**src/core/mode_reg_pkg.sv**
```systemverilog
/*
 * constants for the mode register bank (addresses 02h..08h): addresses,
 * field positions, reset values and code encodings.
 * assumes the user compiles it before the bank files.
 */
`default_nettype none

package mode_reg_pkg;
    // mode register addresses
    localparam logic [7:0] ADDR_LATENCY = 8'h02;
    localparam logic [7:0] ADDR_IO_DRIVE = 8'h03;
    localparam logic [7:0] ADDR_TEMP = 8'h04;
    localparam logic [7:0] ADDR_MAKER = 8'h05;
    localparam logic [7:0] ADDR_DIE_REV = 8'h06;
    localparam logic [7:0] ADDR_SEC_REV = 8'h07;
    localparam logic [7:0] ADDR_GEOMETRY = 8'h08;

    // field positions
    localparam int CODE_LSB = 0;
    localparam int CODE_MSB = 3;
    localparam int RATE_MSB = 2;
    localparam int FLAG_POS = 7;
    localparam int HOT_POS = 2;

    // reset values of the write-only codes, the rate status and the latency pair
    localparam logic [3:0] LATENCY_RESET = 4'h1;
    localparam logic [3:0] DRIVE_RESET = 4'h2;
    localparam logic [2:0] RATE_RESET = 3'h3;
    localparam logic [3:0] READ_LAT_RESET = 4'h3;
    localparam logic [2:0] WRITE_LAT_RESET = 3'h1;

    // latency codes and their read/write latencies
    localparam logic [3:0] LAT_3_1 = 4'h1;
    localparam logic [3:0] LAT_4_2 = 4'h2;
    localparam logic [3:0] LAT_5_2 = 4'h3;
    localparam logic [3:0] LAT_6_3 = 4'h4;
    localparam logic [3:0] LAT_7_4 = 4'h5;
    localparam logic [3:0] LAT_8_4 = 4'h6;

    // drive strength codes
    localparam logic [3:0] DRV_34R3 = 4'h1;
    localparam logic [3:0] DRV_40R = 4'h2;
    localparam logic [3:0] DRV_48R = 4'h3;
    localparam logic [3:0] DRV_60R = 4'h4;
    localparam logic [3:0] DRV_80R = 4'h6;
    localparam logic [3:0] DRV_120R = 4'h7;

    // refresh-rate status codes
    localparam logic [2:0] RATE_TOO_COLD = 3'h0;
    localparam logic [2:0] RATE_X4 = 3'h1;
    localparam logic [2:0] RATE_X2 = 3'h2;
    localparam logic [2:0] RATE_X1 = 3'h3;
    localparam logic [2:0] RATE_RSVD = 3'h4;
    localparam logic [2:0] RATE_QTR = 3'h5;
    localparam logic [2:0] RATE_QTR_DERATE = 3'h6;
    localparam logic [2:0] RATE_TOO_HOT = 3'h7;

    // device type field values
    localparam logic [1:0] TYPE_PREFETCH4 = 2'h0;
    localparam logic [1:0] TYPE_PREFETCH2 = 2'h1;

    // synchroniser depth for sensor inputs
    localparam int SYNC_STAGES = 3;
endpackage

`default_nettype wire

```
**src/core/level_sync.sv**
```systemverilog
/*
 * three-flop synchroniser for a bus of sensor levels; a new value is
 * passed on only once the second and third stages agree.
 * assumes inputs come from outside the clk_i domain.
 */
`default_nettype none

module level_sync #(
    parameter int WIDTH = 3
) (
    // clock and reset
    input wire logic clk_i,
    input wire logic sys_rst_i,
    // levels
    input wire logic [WIDTH-1:0] async_i,
    output logic [WIDTH-1:0] sync_o
);
    logic [WIDTH-1:0] stage1_r;
    logic [WIDTH-1:0] stage2_r;
    logic [WIDTH-1:0] stage3_r;

    // first stage feeds only the second
    always_ff @(posedge clk_i or posedge sys_rst_i) begin
        if (sys_rst_i) begin
            stage1_r <= '0;
            stage2_r <= '0;
            stage3_r <= '0;
        end else begin
            stage1_r <= async_i;
            stage2_r <= stage1_r;
            stage3_r <= stage2_r;
        end
    end

    // accept per bit only when stages two and three agree
    genvar g;
    generate
        for (g = 0; g < WIDTH; g++) begin : g_bit
            always_ff @(posedge clk_i or posedge sys_rst_i) begin
                if (sys_rst_i) begin
                    sync_o[g] <= 1'b0;
                end else if (stage2_r[g] == stage3_r[g]) begin
                    sync_o[g] <= stage3_r[g];
                end
            end
        end
    endgenerate
endmodule // level_sync

`default_nettype wire

```
**src/core/mode_reg_bank.sv**
```systemverilog
/*
 * mode register bank for addresses 02h..08h of a low-power sdram:
 * latency and drive strength (write-only), temperature/refresh status
 * with its update flag (read-only, cleared by read), and identification.
 * assumes decoded mode register write/read strobes on clk_i from the
 * command decoder, and a refresh-rate code from the on-die sensor.
 */
// Contract
// - latency register at address 02h, low nibble
// - latency code selects read/write latency pair
// - drive register at address 03h, low nibble
// - drive code selects output impedance
// - temperature register 04h: rate low, flag top
// - 000b too cold, 111b too hot
// - rate codes give refresh multipliers and derating
// - reading temperature register clears the flag
// - flag is zero at power-up
// - rate bit 2 set above 85 C
// - fixed maker code at address 05h
// - die revision code at address 06h
// - secondary revision code at address 07h
// - geometry register 08h: width, density, type
`default_nettype none

module mode_reg_bank #(
    parameter logic [7:0] MAKER_ID = 8'h5a, // arbitrary value
    parameter logic [7:0] DIE_REV = 8'ha7, // arbitrary value
    parameter logic [7:0] SEC_REV = 8'h96, // arbitrary value
    parameter logic [1:0] IO_WIDTH = 2'h1,
    parameter logic [3:0] DENSITY = 4'h5,
    parameter logic [1:0] DEV_TYPE = mode_reg_pkg::TYPE_PREFETCH4
) (
    // clock and reset
    input wire logic clk_i,
    input wire logic sys_rst_i,
    // mode register access from the command decoder
    input wire logic mrw_i,
    input wire logic mrr_i,
    input wire logic [7:0] mode_reg_address_i,
    input wire logic [7:0] opcode_bits_i,
    // read answer
    output logic [7:0] read_data_o,
    output logic read_valid_o,
    // on-die sensor
    input wire logic [2:0] sensor_rate_i,
    // settings to the rest of the device
    output logic [3:0] read_latency_cycles_o,
    output logic [2:0] write_latency_cycles_o,
    output logic [3:0] output_drive_strength_o,
    output logic refresh_x4_o,
    output logic refresh_x2_o,
    output logic refresh_qtr_o,
    output logic derate_timing_o,
    output logic temp_out_of_range_o
);
    logic [3:0] latency_r;
    logic [3:0] drive_r;
    logic [2:0] rate_r;
    logic update_flag_r;
    logic [2:0] rate_sync;
    logic [3:0] read_lat_nxt;
    logic [2:0] write_lat_nxt;
    logic [7:0] rd_nxt;
    logic temp_read;
    logic rate_change;
    logic [2:0] settle_r;
    logic settled;
    logic primed_r;

    // sensor comes from an analogue domain, so it is synchronised
    level_sync #(
        .WIDTH(3)
    ) u_rate_sync (
        .clk_i(clk_i),
        .sys_rst_i(sys_rst_i),
        .async_i(sensor_rate_i),
        .sync_o(rate_sync)
    );

    // latency register; a reserved code is ignored so the
    // device never runs on an undefined latency pair
    always_ff @(posedge clk_i or posedge sys_rst_i) begin
        if (sys_rst_i) begin
            latency_r <= mode_reg_pkg::LATENCY_RESET;
        end else if (mrw_i && mode_reg_address_i == mode_reg_pkg::ADDR_LATENCY
                     && opcode_bits_i[3:0] >= mode_reg_pkg::LAT_3_1
                     && opcode_bits_i[3:0] <= mode_reg_pkg::LAT_8_4) begin
            latency_r <= opcode_bits_i[3:0];
        end
    end

    // drive register; reserved codes also ignored
    always_ff @(posedge clk_i or posedge sys_rst_i) begin
        if (sys_rst_i) begin
            drive_r <= mode_reg_pkg::DRIVE_RESET;
        end else if (mrw_i
            && mode_reg_address_i == mode_reg_pkg::ADDR_IO_DRIVE) begin
            case (opcode_bits_i[3:0])
                mode_reg_pkg::DRV_34R3, mode_reg_pkg::DRV_40R,
                mode_reg_pkg::DRV_48R, mode_reg_pkg::DRV_60R,
                mode_reg_pkg::DRV_80R, mode_reg_pkg::DRV_120R: begin
                    drive_r <= opcode_bits_i[3:0];
                end
                default: begin
                    drive_r <= drive_r;
                end
            endcase
        end
    end

    // latency pair decode; the register never holds a reserved code,
    // so the default branch doubles as the reset pair
    always_comb begin
        case (latency_r)
            mode_reg_pkg::LAT_4_2: begin
                read_lat_nxt = 4'h4;
                write_lat_nxt = 3'h2;
            end
            mode_reg_pkg::LAT_5_2: begin
                read_lat_nxt = 4'h5;
                write_lat_nxt = 3'h2;
            end
            mode_reg_pkg::LAT_6_3: begin
                read_lat_nxt = 4'h6;
                write_lat_nxt = 3'h3;
            end
            mode_reg_pkg::LAT_7_4: begin
                read_lat_nxt = 4'h7;
                write_lat_nxt = 3'h4;
            end
            mode_reg_pkg::LAT_8_4: begin
                read_lat_nxt = 4'h8;
                write_lat_nxt = 3'h4;
            end
            default: begin
                read_lat_nxt = 4'h3;
                write_lat_nxt = 3'h1;
            end
        endcase
    end

    // read latency to the data path, one edge behind the register
    always_ff @(posedge clk_i or posedge sys_rst_i) begin
        if (sys_rst_i) begin
            read_latency_cycles_o <= mode_reg_pkg::READ_LAT_RESET;
        end else begin
            read_latency_cycles_o <= read_lat_nxt;
        end
    end

    // write latency to the data path, in step with the read latency
    always_ff @(posedge clk_i or posedge sys_rst_i) begin
        if (sys_rst_i) begin
            write_latency_cycles_o <= mode_reg_pkg::WRITE_LAT_RESET;
        end else begin
            write_latency_cycles_o <= write_lat_nxt;
        end
    end

    // drive code to the output stage
    always_ff @(posedge clk_i or posedge sys_rst_i) begin
        if (sys_rst_i) begin
            output_drive_strength_o <= mode_reg_pkg::DRIVE_RESET;
        end else begin
            output_drive_strength_o <= drive_r;
        end
    end

    // the synchroniser output means nothing until it has filled; count
    // those edges so no false too-cold status shows after reset
    always_ff @(posedge clk_i or posedge sys_rst_i) begin
        if (sys_rst_i) begin
            settle_r <= 3'h0;
        end else if (!settled) begin
            settle_r <= settle_r + 3'h1;
        end
    end

    assign settled = settle_r == 3'(mode_reg_pkg::SYNC_STAGES + 1);

    // status snapshot follows the synchronised sensor once it is valid
    always_ff @(posedge clk_i or posedge sys_rst_i) begin
        if (sys_rst_i) begin
            rate_r <= mode_reg_pkg::RATE_RESET;
        end else if (settled) begin
            rate_r <= rate_sync;
        end
    end

    // the first load after reset is the power-up reading, not a change
    always_ff @(posedge clk_i or posedge sys_rst_i) begin
        if (sys_rst_i) begin
            primed_r <= 1'b0;
        end else begin
            primed_r <= settled;
        end
    end

    assign temp_read = mrr_i && mode_reg_address_i == mode_reg_pkg::ADDR_TEMP;
    assign rate_change = primed_r && rate_sync != rate_r;

    // update flag: a change in the read cycle wins over the clear,
    // so no change is ever lost to a racing read
    always_ff @(posedge clk_i or posedge sys_rst_i) begin
        if (sys_rst_i) begin
            update_flag_r <= 1'b0;
        end else if (rate_change) begin
            update_flag_r <= 1'b1;
        end else if (temp_read) begin
            update_flag_r <= 1'b0;
        end
    end

    // read multiplexer; write-only and unknown addresses read zero
    always_comb begin
        rd_nxt = 8'h00;
        case (mode_reg_address_i)
            mode_reg_pkg::ADDR_TEMP: begin
                rd_nxt[mode_reg_pkg::RATE_MSB:0] = rate_r;
                rd_nxt[mode_reg_pkg::FLAG_POS] = update_flag_r;
            end
            mode_reg_pkg::ADDR_MAKER: begin
                rd_nxt = MAKER_ID;
            end
            mode_reg_pkg::ADDR_DIE_REV: begin
                rd_nxt = DIE_REV;
            end
            mode_reg_pkg::ADDR_SEC_REV: begin
                rd_nxt = SEC_REV;
            end
            mode_reg_pkg::ADDR_GEOMETRY: begin
                rd_nxt = {IO_WIDTH, DENSITY, DEV_TYPE};
            end
            default: begin
                rd_nxt = 8'h00;
            end
        endcase
    end

    // registered read answer, one cycle after the strobe
    always_ff @(posedge clk_i or posedge sys_rst_i) begin
        if (sys_rst_i) begin
            read_data_o <= 8'h00;
            read_valid_o <= 1'b0;
        end else begin
            read_valid_o <= mrr_i;
            if (mrr_i) begin
                read_data_o <= rd_nxt;
            end
        end
    end

    // four-times refresh hint, decoded from the status
    always_ff @(posedge clk_i or posedge sys_rst_i) begin
        if (sys_rst_i) begin
            refresh_x4_o <= 1'b0;
        end else begin
            refresh_x4_o <= rate_r == mode_reg_pkg::RATE_X4;
        end
    end

    // twice refresh hint
    always_ff @(posedge clk_i or posedge sys_rst_i) begin
        if (sys_rst_i) begin
            refresh_x2_o <= 1'b0;
        end else begin
            refresh_x2_o <= rate_r == mode_reg_pkg::RATE_X2;
        end
    end

    // quarter refresh hint, with or without derating
    always_ff @(posedge clk_i or posedge sys_rst_i) begin
        if (sys_rst_i) begin
            refresh_qtr_o <= 1'b0;
        end else begin
            refresh_qtr_o <= rate_r == mode_reg_pkg::RATE_QTR
                || rate_r == mode_reg_pkg::RATE_QTR_DERATE;
        end
    end

    // derating is the controller's duty; the device only flags it
    always_ff @(posedge clk_i or posedge sys_rst_i) begin
        if (sys_rst_i) begin
            derate_timing_o <= 1'b0;
        end else begin
            derate_timing_o <=
                rate_r == mode_reg_pkg::RATE_QTR_DERATE;
        end
    end

    // operation not assured at either temperature limit
    always_ff @(posedge clk_i or posedge sys_rst_i) begin
        if (sys_rst_i) begin
            temp_out_of_range_o <= 1'b0;
        end else begin
            temp_out_of_range_o <= rate_r == mode_reg_pkg::RATE_TOO_COLD
                || rate_r == mode_reg_pkg::RATE_TOO_HOT;
        end
    end
endmodule // mode_reg_bank

`default_nettype wire

```
**config.mk**
```make
export PLATFORM = sky130hd
export DESIGN_NAME = mode_reg_bank
export DESIGN_NICKNAME = d
export VERILOG_FILES = /design/src/core/mode_reg_pkg.sv /design/src/core/level_sync.sv /design/src/core/mode_reg_bank.sv
export SDC_FILE = /design/constraint.sdc
export NUM_CORES = 1
export LEC_CHECK = 0
export ABC_AREA = 0
export BUFFER_PORTS_ARGS = -buffer_cell sky130_fd_sc_hd__buf_2
export CELL_PAD_IN_SITES_DETAIL_PLACEMENT = 1
export CELL_PAD_IN_SITES_GLOBAL_PLACEMENT = 1
export CORE_ASPECT_RATIO = 1.1
export CORE_MARGIN = 2
export CORE_UTILIZATION = 44
export CTS_BUF_LIST = sky130_fd_sc_hd__clkbuf_4
export DETAILED_ROUTE_END_ITERATION = 16
export HOLD_SLACK_MARGIN = 0.06
export PLACE_DENSITY = 0.86
export SKIP_CTS_REPAIR_TIMING = 1
export SLEW_MARGIN = 10
export SYNTH_ARGS = -nofsm -noshare
export SYNTH_HDL_FRONTEND = slang
export SYNTH_SLANG_ARGS = --single-unit
```
**constraint.sdc**
```tcl
create_clock -name clk_i -period 1.8 [get_ports clk_i]
set_clock_uncertainty 0.1 [all_clocks]
set_input_delay 0.27 -clock clk_i [delete_from_list [all_inputs] [get_ports clk_i]]
set_output_delay 0.27 -clock clk_i [all_outputs]
set_load 0.02 [all_outputs]
```
* Word level (Yosys, flattened, before mapping)
Index checks and enable logic that the tools add are counted.
** Storage, ports and cells
- Register bits :: 53
- Output and inout bits :: 25
- Logic and storage cells :: 75
** Operators by class
- $add $sub $neg :: 1
- Order comparisons :: 2
- Eq/ne operators :: 28
- Multiplexer cells :: 7
- Reduce and logical (&&, ||, !) cells :: 15
** Operator list (number)
- $eq A8 B3 Y1 const B :: 4
- $eq A4 B3 Y1 const B :: 6
- $pmux W4 S5 :: 1
- $eq A4 B2 Y1 const B :: 4
- $eq A8 B2 Y1 const B :: 2
- $pmux W4 S4 :: 1
- $pmux W3 S5 :: 1
- $eq A3 B3 Y1 const B :: 4
- $pmux W3 S3 :: 1
- $eq A8 B4 Y1 const B :: 1
- $logic_and A1 B1 Y1 :: 6
- $reduce_or A2 Y1 :: 3
- $reduce_or A6 Y1 :: 1
- $eq A4 B1 Y1 const B :: 1
- $ge A4 B1 Y1 const B :: 1
- $le A4 B3 Y1 const B :: 1
- $add A3 B1 Y3 const B :: 1
- $eq A1 B1 Y1 :: 3
- $eq A3 B1 Y1 const B :: 1
- $eq A3 B2 Y1 const B :: 1
- $logic_not A3 Y1 :: 1
- $ne A3 B3 Y1 :: 1
- $logic_or A1 B1 Y1 :: 2
- $mux W1 :: 2
- 3 further kinds :: 3

* Longest topological paths before layout
Gate-level depths: netlist (run 1).
- Depth in word-level cells :: 4
- Mapped depth :: 5
- Depth with buffers taken out :: 5

* Cells and area by module
Synthesis (run 1) repeated with hierarchy kept, for this count alone.
** Unflattened totals
- Cell total of the unflattened synthesis :: 187
- Area, all modules :: 2179.6 µm²
** Modules (own cells, without submodules)
- mode_reg_bank :: times used 1, cells an instance 171, area each 1841.8 µm², seq. area each 1036.0 µm²
- level_sync :: times used 1, cells an instance 16, area each 337.8 µm², seq. area each 300.3 µm²

* Worst setup path after synthesis (run 1)
OpenSTA, ideal clock, no wires.
- Kind :: input-to-reg
- Start point :: in mode_reg_address_i[5]
- End point :: reg drive_r[0]
- Data arrival time :: 1620 ps
- Required time :: 1575 ps
- Setup slack :: -45 ps
- Cell stages on the path :: 4
- Path through :: or4_4 nor4_4 o21a_4 mux2_4
** Between the ends
- Cells in the longest elaborated chain, start to end :: 3
** Ends and longest elaborated chain
- start: declaration :: line mode_reg_bank.sv:39 : input wire logic [7:0] mode_reg_address_i,
- $eq A8 B2 Y1 :: line mode_reg_bank.sv:97 : && mode_reg_address_i == mode_reg_pkg::ADDR_IO_DRIVE) begin
- $logic_and A1 B1 Y1 :: line mode_reg_bank.sv:97
- $reduce_and A2 Y1 (no line)
- end signal: assignment :: line mode_reg_bank.sv:95 : drive_r <= mode_reg_pkg::DRIVE_RESET;
- end signal: assignment :: line mode_reg_bank.sv:102 : drive_r <= opcode_bits_i[3:0];
- end signal: assignment :: line mode_reg_bank.sv:105 : drive_r <= drive_r;
- end: declaration :: line mode_reg_bank.sv:57 : logic [3:0] drive_r;
Every way passes these cells.
A chain may end at the register's enable or synchronous reset.

* Worst setup path in the final report (run 1)
- Start point :: in mode_reg_address_i[5]
- End point :: reg drive_r[2]
Same word-level chain as after synthesis.

==> metrics.txt, run 1 <==
initial core utilization 0.451; GPL Wtd Cong 0.711; most frequent cells in the layout dfrtp_1, buf_2, nor2_1; leading area contributor after synthesis dfrtp_1; RSZ-0062 raised after global routing false; DR vias 1,340; Multi-input gate area 674 um2; Cell Chain, Critical Path buf_2 -> or4_4 -> nor4_4 -> o21a_4 -> mux2_4; outcome finished, final reports clean; non-filler instance count after layout 271; Total Nets Final 239; first-pass GRT wire length 6740 um; initial antenna violation count 0; Yosys top cell area share 0.545; Row Count 26; Routed WL per cell 15.9 um; gr usage total 0.171; routed vias/inst 4.94; Leak 1.18 nW; Die Area 5260 um2; drc violations 0; Worst path top cell family by delay simple AND/OR/NAND/NOR gates; share of cells above drive strength 1 0.372; Slew @ Worst Pin 408 ps; vias in the first global route 1,345; Post-Syn Nets 186; Sink Count 53; total power draw 2.03 mW; die width 69.4 um; Slew Viols, Final 0; fillcell total 490; Critical Path RT 1970 ps; post-route ant nets 0; Worst-path clk slew 150 ps; critical path type primary input to register; largest net degree at the start of global routing 44; Synth area leaders dfrtp_1, dfstp_2, mux2_2; Worst Path Buf+Inv 1; most common cell after layout, fill and taps aside dfrtp_1; Total Routed Length 4300 um; H-tree depth 2; Max Root-Sink Buffers 2; die height 75.9 um; synthesized area per cell 12.8 um2; Antenna Cells 0; relative slew slack 0.726; CTS tree built; worst skew pair latency 370 ps; Syn-to-layout area delta 20.2%; Syn Inst Count 161; Sequential Area 1340 um2; CP endpoint kind register; Distinct cells, synth 36; DR iter-0 viols 95; Final Hold Vio Count 0; Max Cap Viol 0; Num CTS Buffers 5; Inst Count DP 258; clk root buf clkbuf_4; I/O Buffers 43; Final setup viols 0; synthesized cell area 2070 um2; CP Max Fanout 3; core area 4590 um2; drt first pass iters 4; number of synthesized register bits 53; GRT overflow 0; Ys Warns 0; slowest stage delay, CP 540 ps; Final Cycle Share 0.877; I/O pin count 48; CP Data Arrival Time 1750 ps; Worst path slowest cell or4_4; Hold Path Class primary input to register; startpoint types primary input; Cell Pwr Density 817 nW/um2; Detailed Place HPWL 2900 um; IR Drop Worst-Case VDD 0.000561 V; FMAX 633 MHz; minimum clock period 1580 ps; sequential area share after synthesis 0.646
## logic make-up (layout without fill, tap and decap cells)
family | count (synthesis) | after routing | share of synthesized area
AO/OA/AOI/OAI | 20 | 20 | 0.0684
adder cells (fa/ha/maj) | 5 | 5 | 0.0266
XOR/XNOR | 8 | 8 | 0.0339
multiplexers | 8 | 8 | 0.0472
buffers and inverters | 15 | 69 | 0.0272
AND/OR/NAND/NOR | 52 | 52 | 0.150
flip-flops | 53 | 53 | 0.646
## Yosys cell counts
cell	number
dfrtp_1	45
nor2_1	12
dfstp_2	8
inv_1	8
nand2_1	8
clkbuf_1	7
mux2_2	6
xnor2_1	6
a21oi_1	5
nand2b_1	5
nand3_1	5
o21ai_0	5
a22o_1	4
maj3_1	3
nor2b_1	3
nor3b_1	3
a21o_1	2
and2_1	2
ha_1	2
mux2_4	2
nand3b_1	2
nor3_1	2
or3b_2	2
xor2_1	2
a31o_2	1
and3b_1	1
nand4_1	1
nor3b_2	1
nor4_1	1
nor4_4	1
nor4bb_1	1
o21a_4	1
o2bb2ai_1	1
o311ai_0	1
or3_1	1
or4_4	1
## worst reg2reg max path: cells and delay by family, from the launching register on
kind                       cells  cell delay (ps)
adders and majority gates      1              210
buffers and inverters          1               70
and+or+nand+nor                1              240
DFF                            1              390
muxes                          1              370
## area by class of cell
| cell class | instances | share of cell area |
|---|---|---|
| Multi-Input combinational cell | 93 | 0.272 |
| Sequential cell | 53 | 0.538 |
| Tap cell | 56 | 0.0282 |
| Clock buffer | 7 | 0.0212 |
| Inverter | 8 | 0.0121 |
| Timing Repair Buffer | 53 | 0.127 |
| Clock inverter | 1 | 0.00202 |
## state kept, by name, summed over array words and instances, names as in the netlist, 4 cells and up
| register | cells |
|---|---|
| output_drive_strength_o | 4 |
| read_latency_cycles_o | 4 |
| latency_r | 4 |
| read_data_o | 8 |
| drive_r | 4 |
## power breakdown
part / total [mW] / internal, mW / leakage (nW) / switching (mW)
clock: 0.539 / 0.183 / 0.0361 / 0.356
sequential: 1.28 / 1.25 / 0.657 / 0.0380
combinational: 0.205 / 0.0897 / 0.487 / 0.115
## per-layer routing
metal  vias to the layer above  GRT usage  part of all wire
li1                        648          -                 -
met1                       661      0.206              0.42
met4                         0     0.0741             0.020
met3                         7     0.0476             0.031
met5                         -          0                 0
met2                        24      0.293              0.53
## through the flow
step,util,area (um2),hold slack (ps),TNS [ps],setup WS (ps)
floorplan,-,2070,201,-89.2,-44.6
global placement,0.518,2380,111,-643,-132
detailed placement,0.518,2380,119,-1270,-169
CTS,0.531,2430,-297,0,223
global route,0.541,2480,77.3,0,127
finish,0.541,2480,105,0,221
## path summary, 6_finish.rpt
path | startpoint | end | slack [ps] | cells past startpoint
setup / recovery | mode_reg_address_i[5] | drive_r[2] | 220 | 5
hold / removal | opcode_bits_i[0] | drive_r[0] | 100 | 2
setup reg to reg | settle_r[0] | rate_r[2] | 320 | 4
hold reg to reg | u_rate_sync.stage1_r[1] | u_rate_sync.stage2_r[1] | 260 | 0
max in group asynchronous | sys_rst_i | rate_r[0] | 790 | 4
min in group asynchronous | sys_rst_i | u_rate_sync.stage1_r[0] | 270 | 3
(Power assumes the default switching activity.)
==> inputs of run 2 (changes only) <==
Settings changed: PLACE_DENSITY 0.86 to 0.87, SYNTH_HIERARCHICAL from default to 1.
==> run 2 against run 1 <==
Compared with the run above:
- synthesized cell count increased by 16%
- critical path depth decreased by 4
- setup slack improved by 150 ps
- combinational power about the same
- global-route usage decreased by 0.59 points
- sequential share of layout area decreased by 1.7 points
- cell area increased by 3.3%
- non-clock buffer count decreased by 4
- wire length decreased by 1.9%
- first-iteration DRC count decreased by 22%
- critical path type is now register to primary output
- highest routed layer unchanged
==> metrics.txt, run 2 <==
outcome finished, final reports clean; Die Area 5530 um2; Worst path slowest cell dfstp_2; Total Nets Final 259; gr usage total 0.165; most common cell after layout, fill and taps aside dfrtp_1; Syn Inst Count 187; CP Max Fanout 1; Internal 1.61 mW; Setup TNS Final 0 ps; Final setup viols 0; leading area contributor after synthesis dfrtp_1; initial core utilization 0.462; Ys Warns 6; worst skew pair latency 360 ps; number of synthesized register bits 53; post-route ant nets 0; synthesized cell area 2180 um2; largest net degree at the start of global routing 42; die height 77.8 um; Cell Chain, Critical Path buf_2; Synth area leaders dfrtp_1, dfstp_2, nor2_1; total power draw 2.13 mW; Worst Path Buf+Inv 1; Post-synth EDFFs 0; Num CTS Buffers 5; drt first pass iters 4; synth cell count leaders dfrtp_1, nor2_1, nand2_1, inv_1, o21ai_0; fillcell total 506; minimum clock period 1430 ps; most frequent cells in the layout dfrtp_1, buf_2, nor2_1; core area 4720 um2; CP Launch Point read_latency_cycles_o[1]; slowest stage delay, CP 540 ps; power share of the combinational group 0.097; relative slew slack 0.656; die width 71.1 um; drc violations 0; sequential area share after synthesis 0.613; I/O Buffers 43; Layout Utilization 0.544; Reg with most FFs read_data_o; FMAX 699 MHz; switching power 0.524 mW; Post-Syn Nets 212; share of cells above drive strength 1 0.302; H-tree depth 2; synthesized area per cell 11.7 um2; Slew @ Worst Pin 515 ps; Antenna Cells 0; Seq pwr share 0.597; DR iter-0 viols 74; CTS tree built; I/O pin count 48; switching share of power 0.246; max reg flops 8; GRT overflow 0; Final Hold Vio Count 0; Final Cycle Share 0.795; vias in the first global route 1,543; fin worst setup slack 370 ps; Worst path top cell family by delay flip-flops; Cell Pwr Density 831 nW/um2; initial antenna violation count 0; startpoint types register; Slew Viols, Final 0; Place WS 97.1 ps; IR Drop Worst-Case VDD 0.000465 V; most common cell in the netlist dfrtp_1; min-delay src mode_reg_address_i[6]; Distinct cells, synth 39; Sink Count 53; GPL Wtd Cong 0.705; first-pass GRT wire length 7140 um; RSZ-0062 raised after global routing false; commonest register cell after synthesis dfrtp_1; Routed WL per cell 14.5 um; Max Root-Sink Buffers 2; Final Hold Slack 120 ps; critical path type register to primary output; R2R Path Start settle_r[0]; Worst-path clk slew 150 ps; CP endpoint kind primary output; Row Count 26; CP Data Arrival Time 1060 ps; routed vias/inst 5.26; Total Routed Length 4220 um; Clock power frac 0.306; Max Cap Viol 0; Critical Path RT 1430 ps; Detailed Place HPWL 3050 um; Syn-to-layout area delta 17.7%; Hold Path Class primary input to register; Leak 1.21 nW; clk root buf clkbuf_4; Yosys top cell area share 0.517; Post-synth ARST share 1.00; DR vias 1,532
run 2: cell count changes in the layout (fill, tap and decap cells not counted), moves of 3 or more:
cell,change
a2111o_1,+3
a21oi_1,-3
a22o_1,-4
buf_4,-3
inv_1,+7
maj3_1,-3
maj3_2,+3
mux2i_1,+3
nand2_1,+7
nand3_1,-4
nor2_1,+10
o21ai_0,+5
o22ai_1,+5
run 2: area by class of cell:
class	count	area (um2)	area share
Multi-Input combinational cell	111	756	0.294
Timing Repair Buffer	49	273	0.106
Clock buffer	5	37.5	0.0146
Sequential cell	53	1340	0.521
Tap cell	56	70.1	0.0273
Inverter	14	52.6	0.0205
Clock inverter	3	41.3	0.0161
run 2: cell families (layout without fill, tap and decap cells):
kind of cell / after synthesis / count (layout) / synth area share
buf+inv: 23 / 71 / 0.0402
flops: 53 / 53 / 0.613
mux: 7 / 7 / 0.0344
compound gates: 30 / 30 / 0.0999
fa+ha+maj: 5 / 5 / 0.0270
simple gates: 62 / 62 / 0.157
xor+xnor: 7 / 7 / 0.0281
run 2: path summary, 6_finish.rpt:
kind,slack (ps),end,depth (start not counted)
min,120,read_data_o[6],4
max,370,read_latency_cycles_o[1],1
max reg2reg,430,rate_r[0],4
min reg2reg,270,u_rate_sync/stage2_r[0],0
max in group asynchronous,750,latency_r[0],4
min in group asynchronous,340,u_rate_sync/stage1_r[1],3
run 2: routing by layer:
metal  part of all wire  GRT usage
met4              0.019     0.0679
met1               0.41      0.208
met3              0.031     0.0299
met2               0.54      0.277
met5                  0          0
run 2: per-stage QoR:
step / instance area [um2] / cells
2_1_floorplan: 2180 / 187
3_3_place_gp: 2440 / 278
3_5_place_dp: 2440 / 278
4_1_cts: 2520 / 286
5_1_grt: 2570 / 291
6_report: 2570 / 291
run 2: power groups by stage:
| stage | registers (mW) | logic [mW] | clock network, mW |
|---|---|---|---|
| 2_1_floorplan | 1.31 | 0.111 | 0 |
| 3_3_place_gp | 1.29 | 0.195 | 0 |
| 3_5_place_dp | 1.30 | 0.202 | 0 |
| 4_1_cts | 1.27 | 0.203 | 0.664 |
| 5_1_grt | 1.28 | 0.231 | 0.718 |
| 6_report | 1.27 | 0.206 | 0.654 |
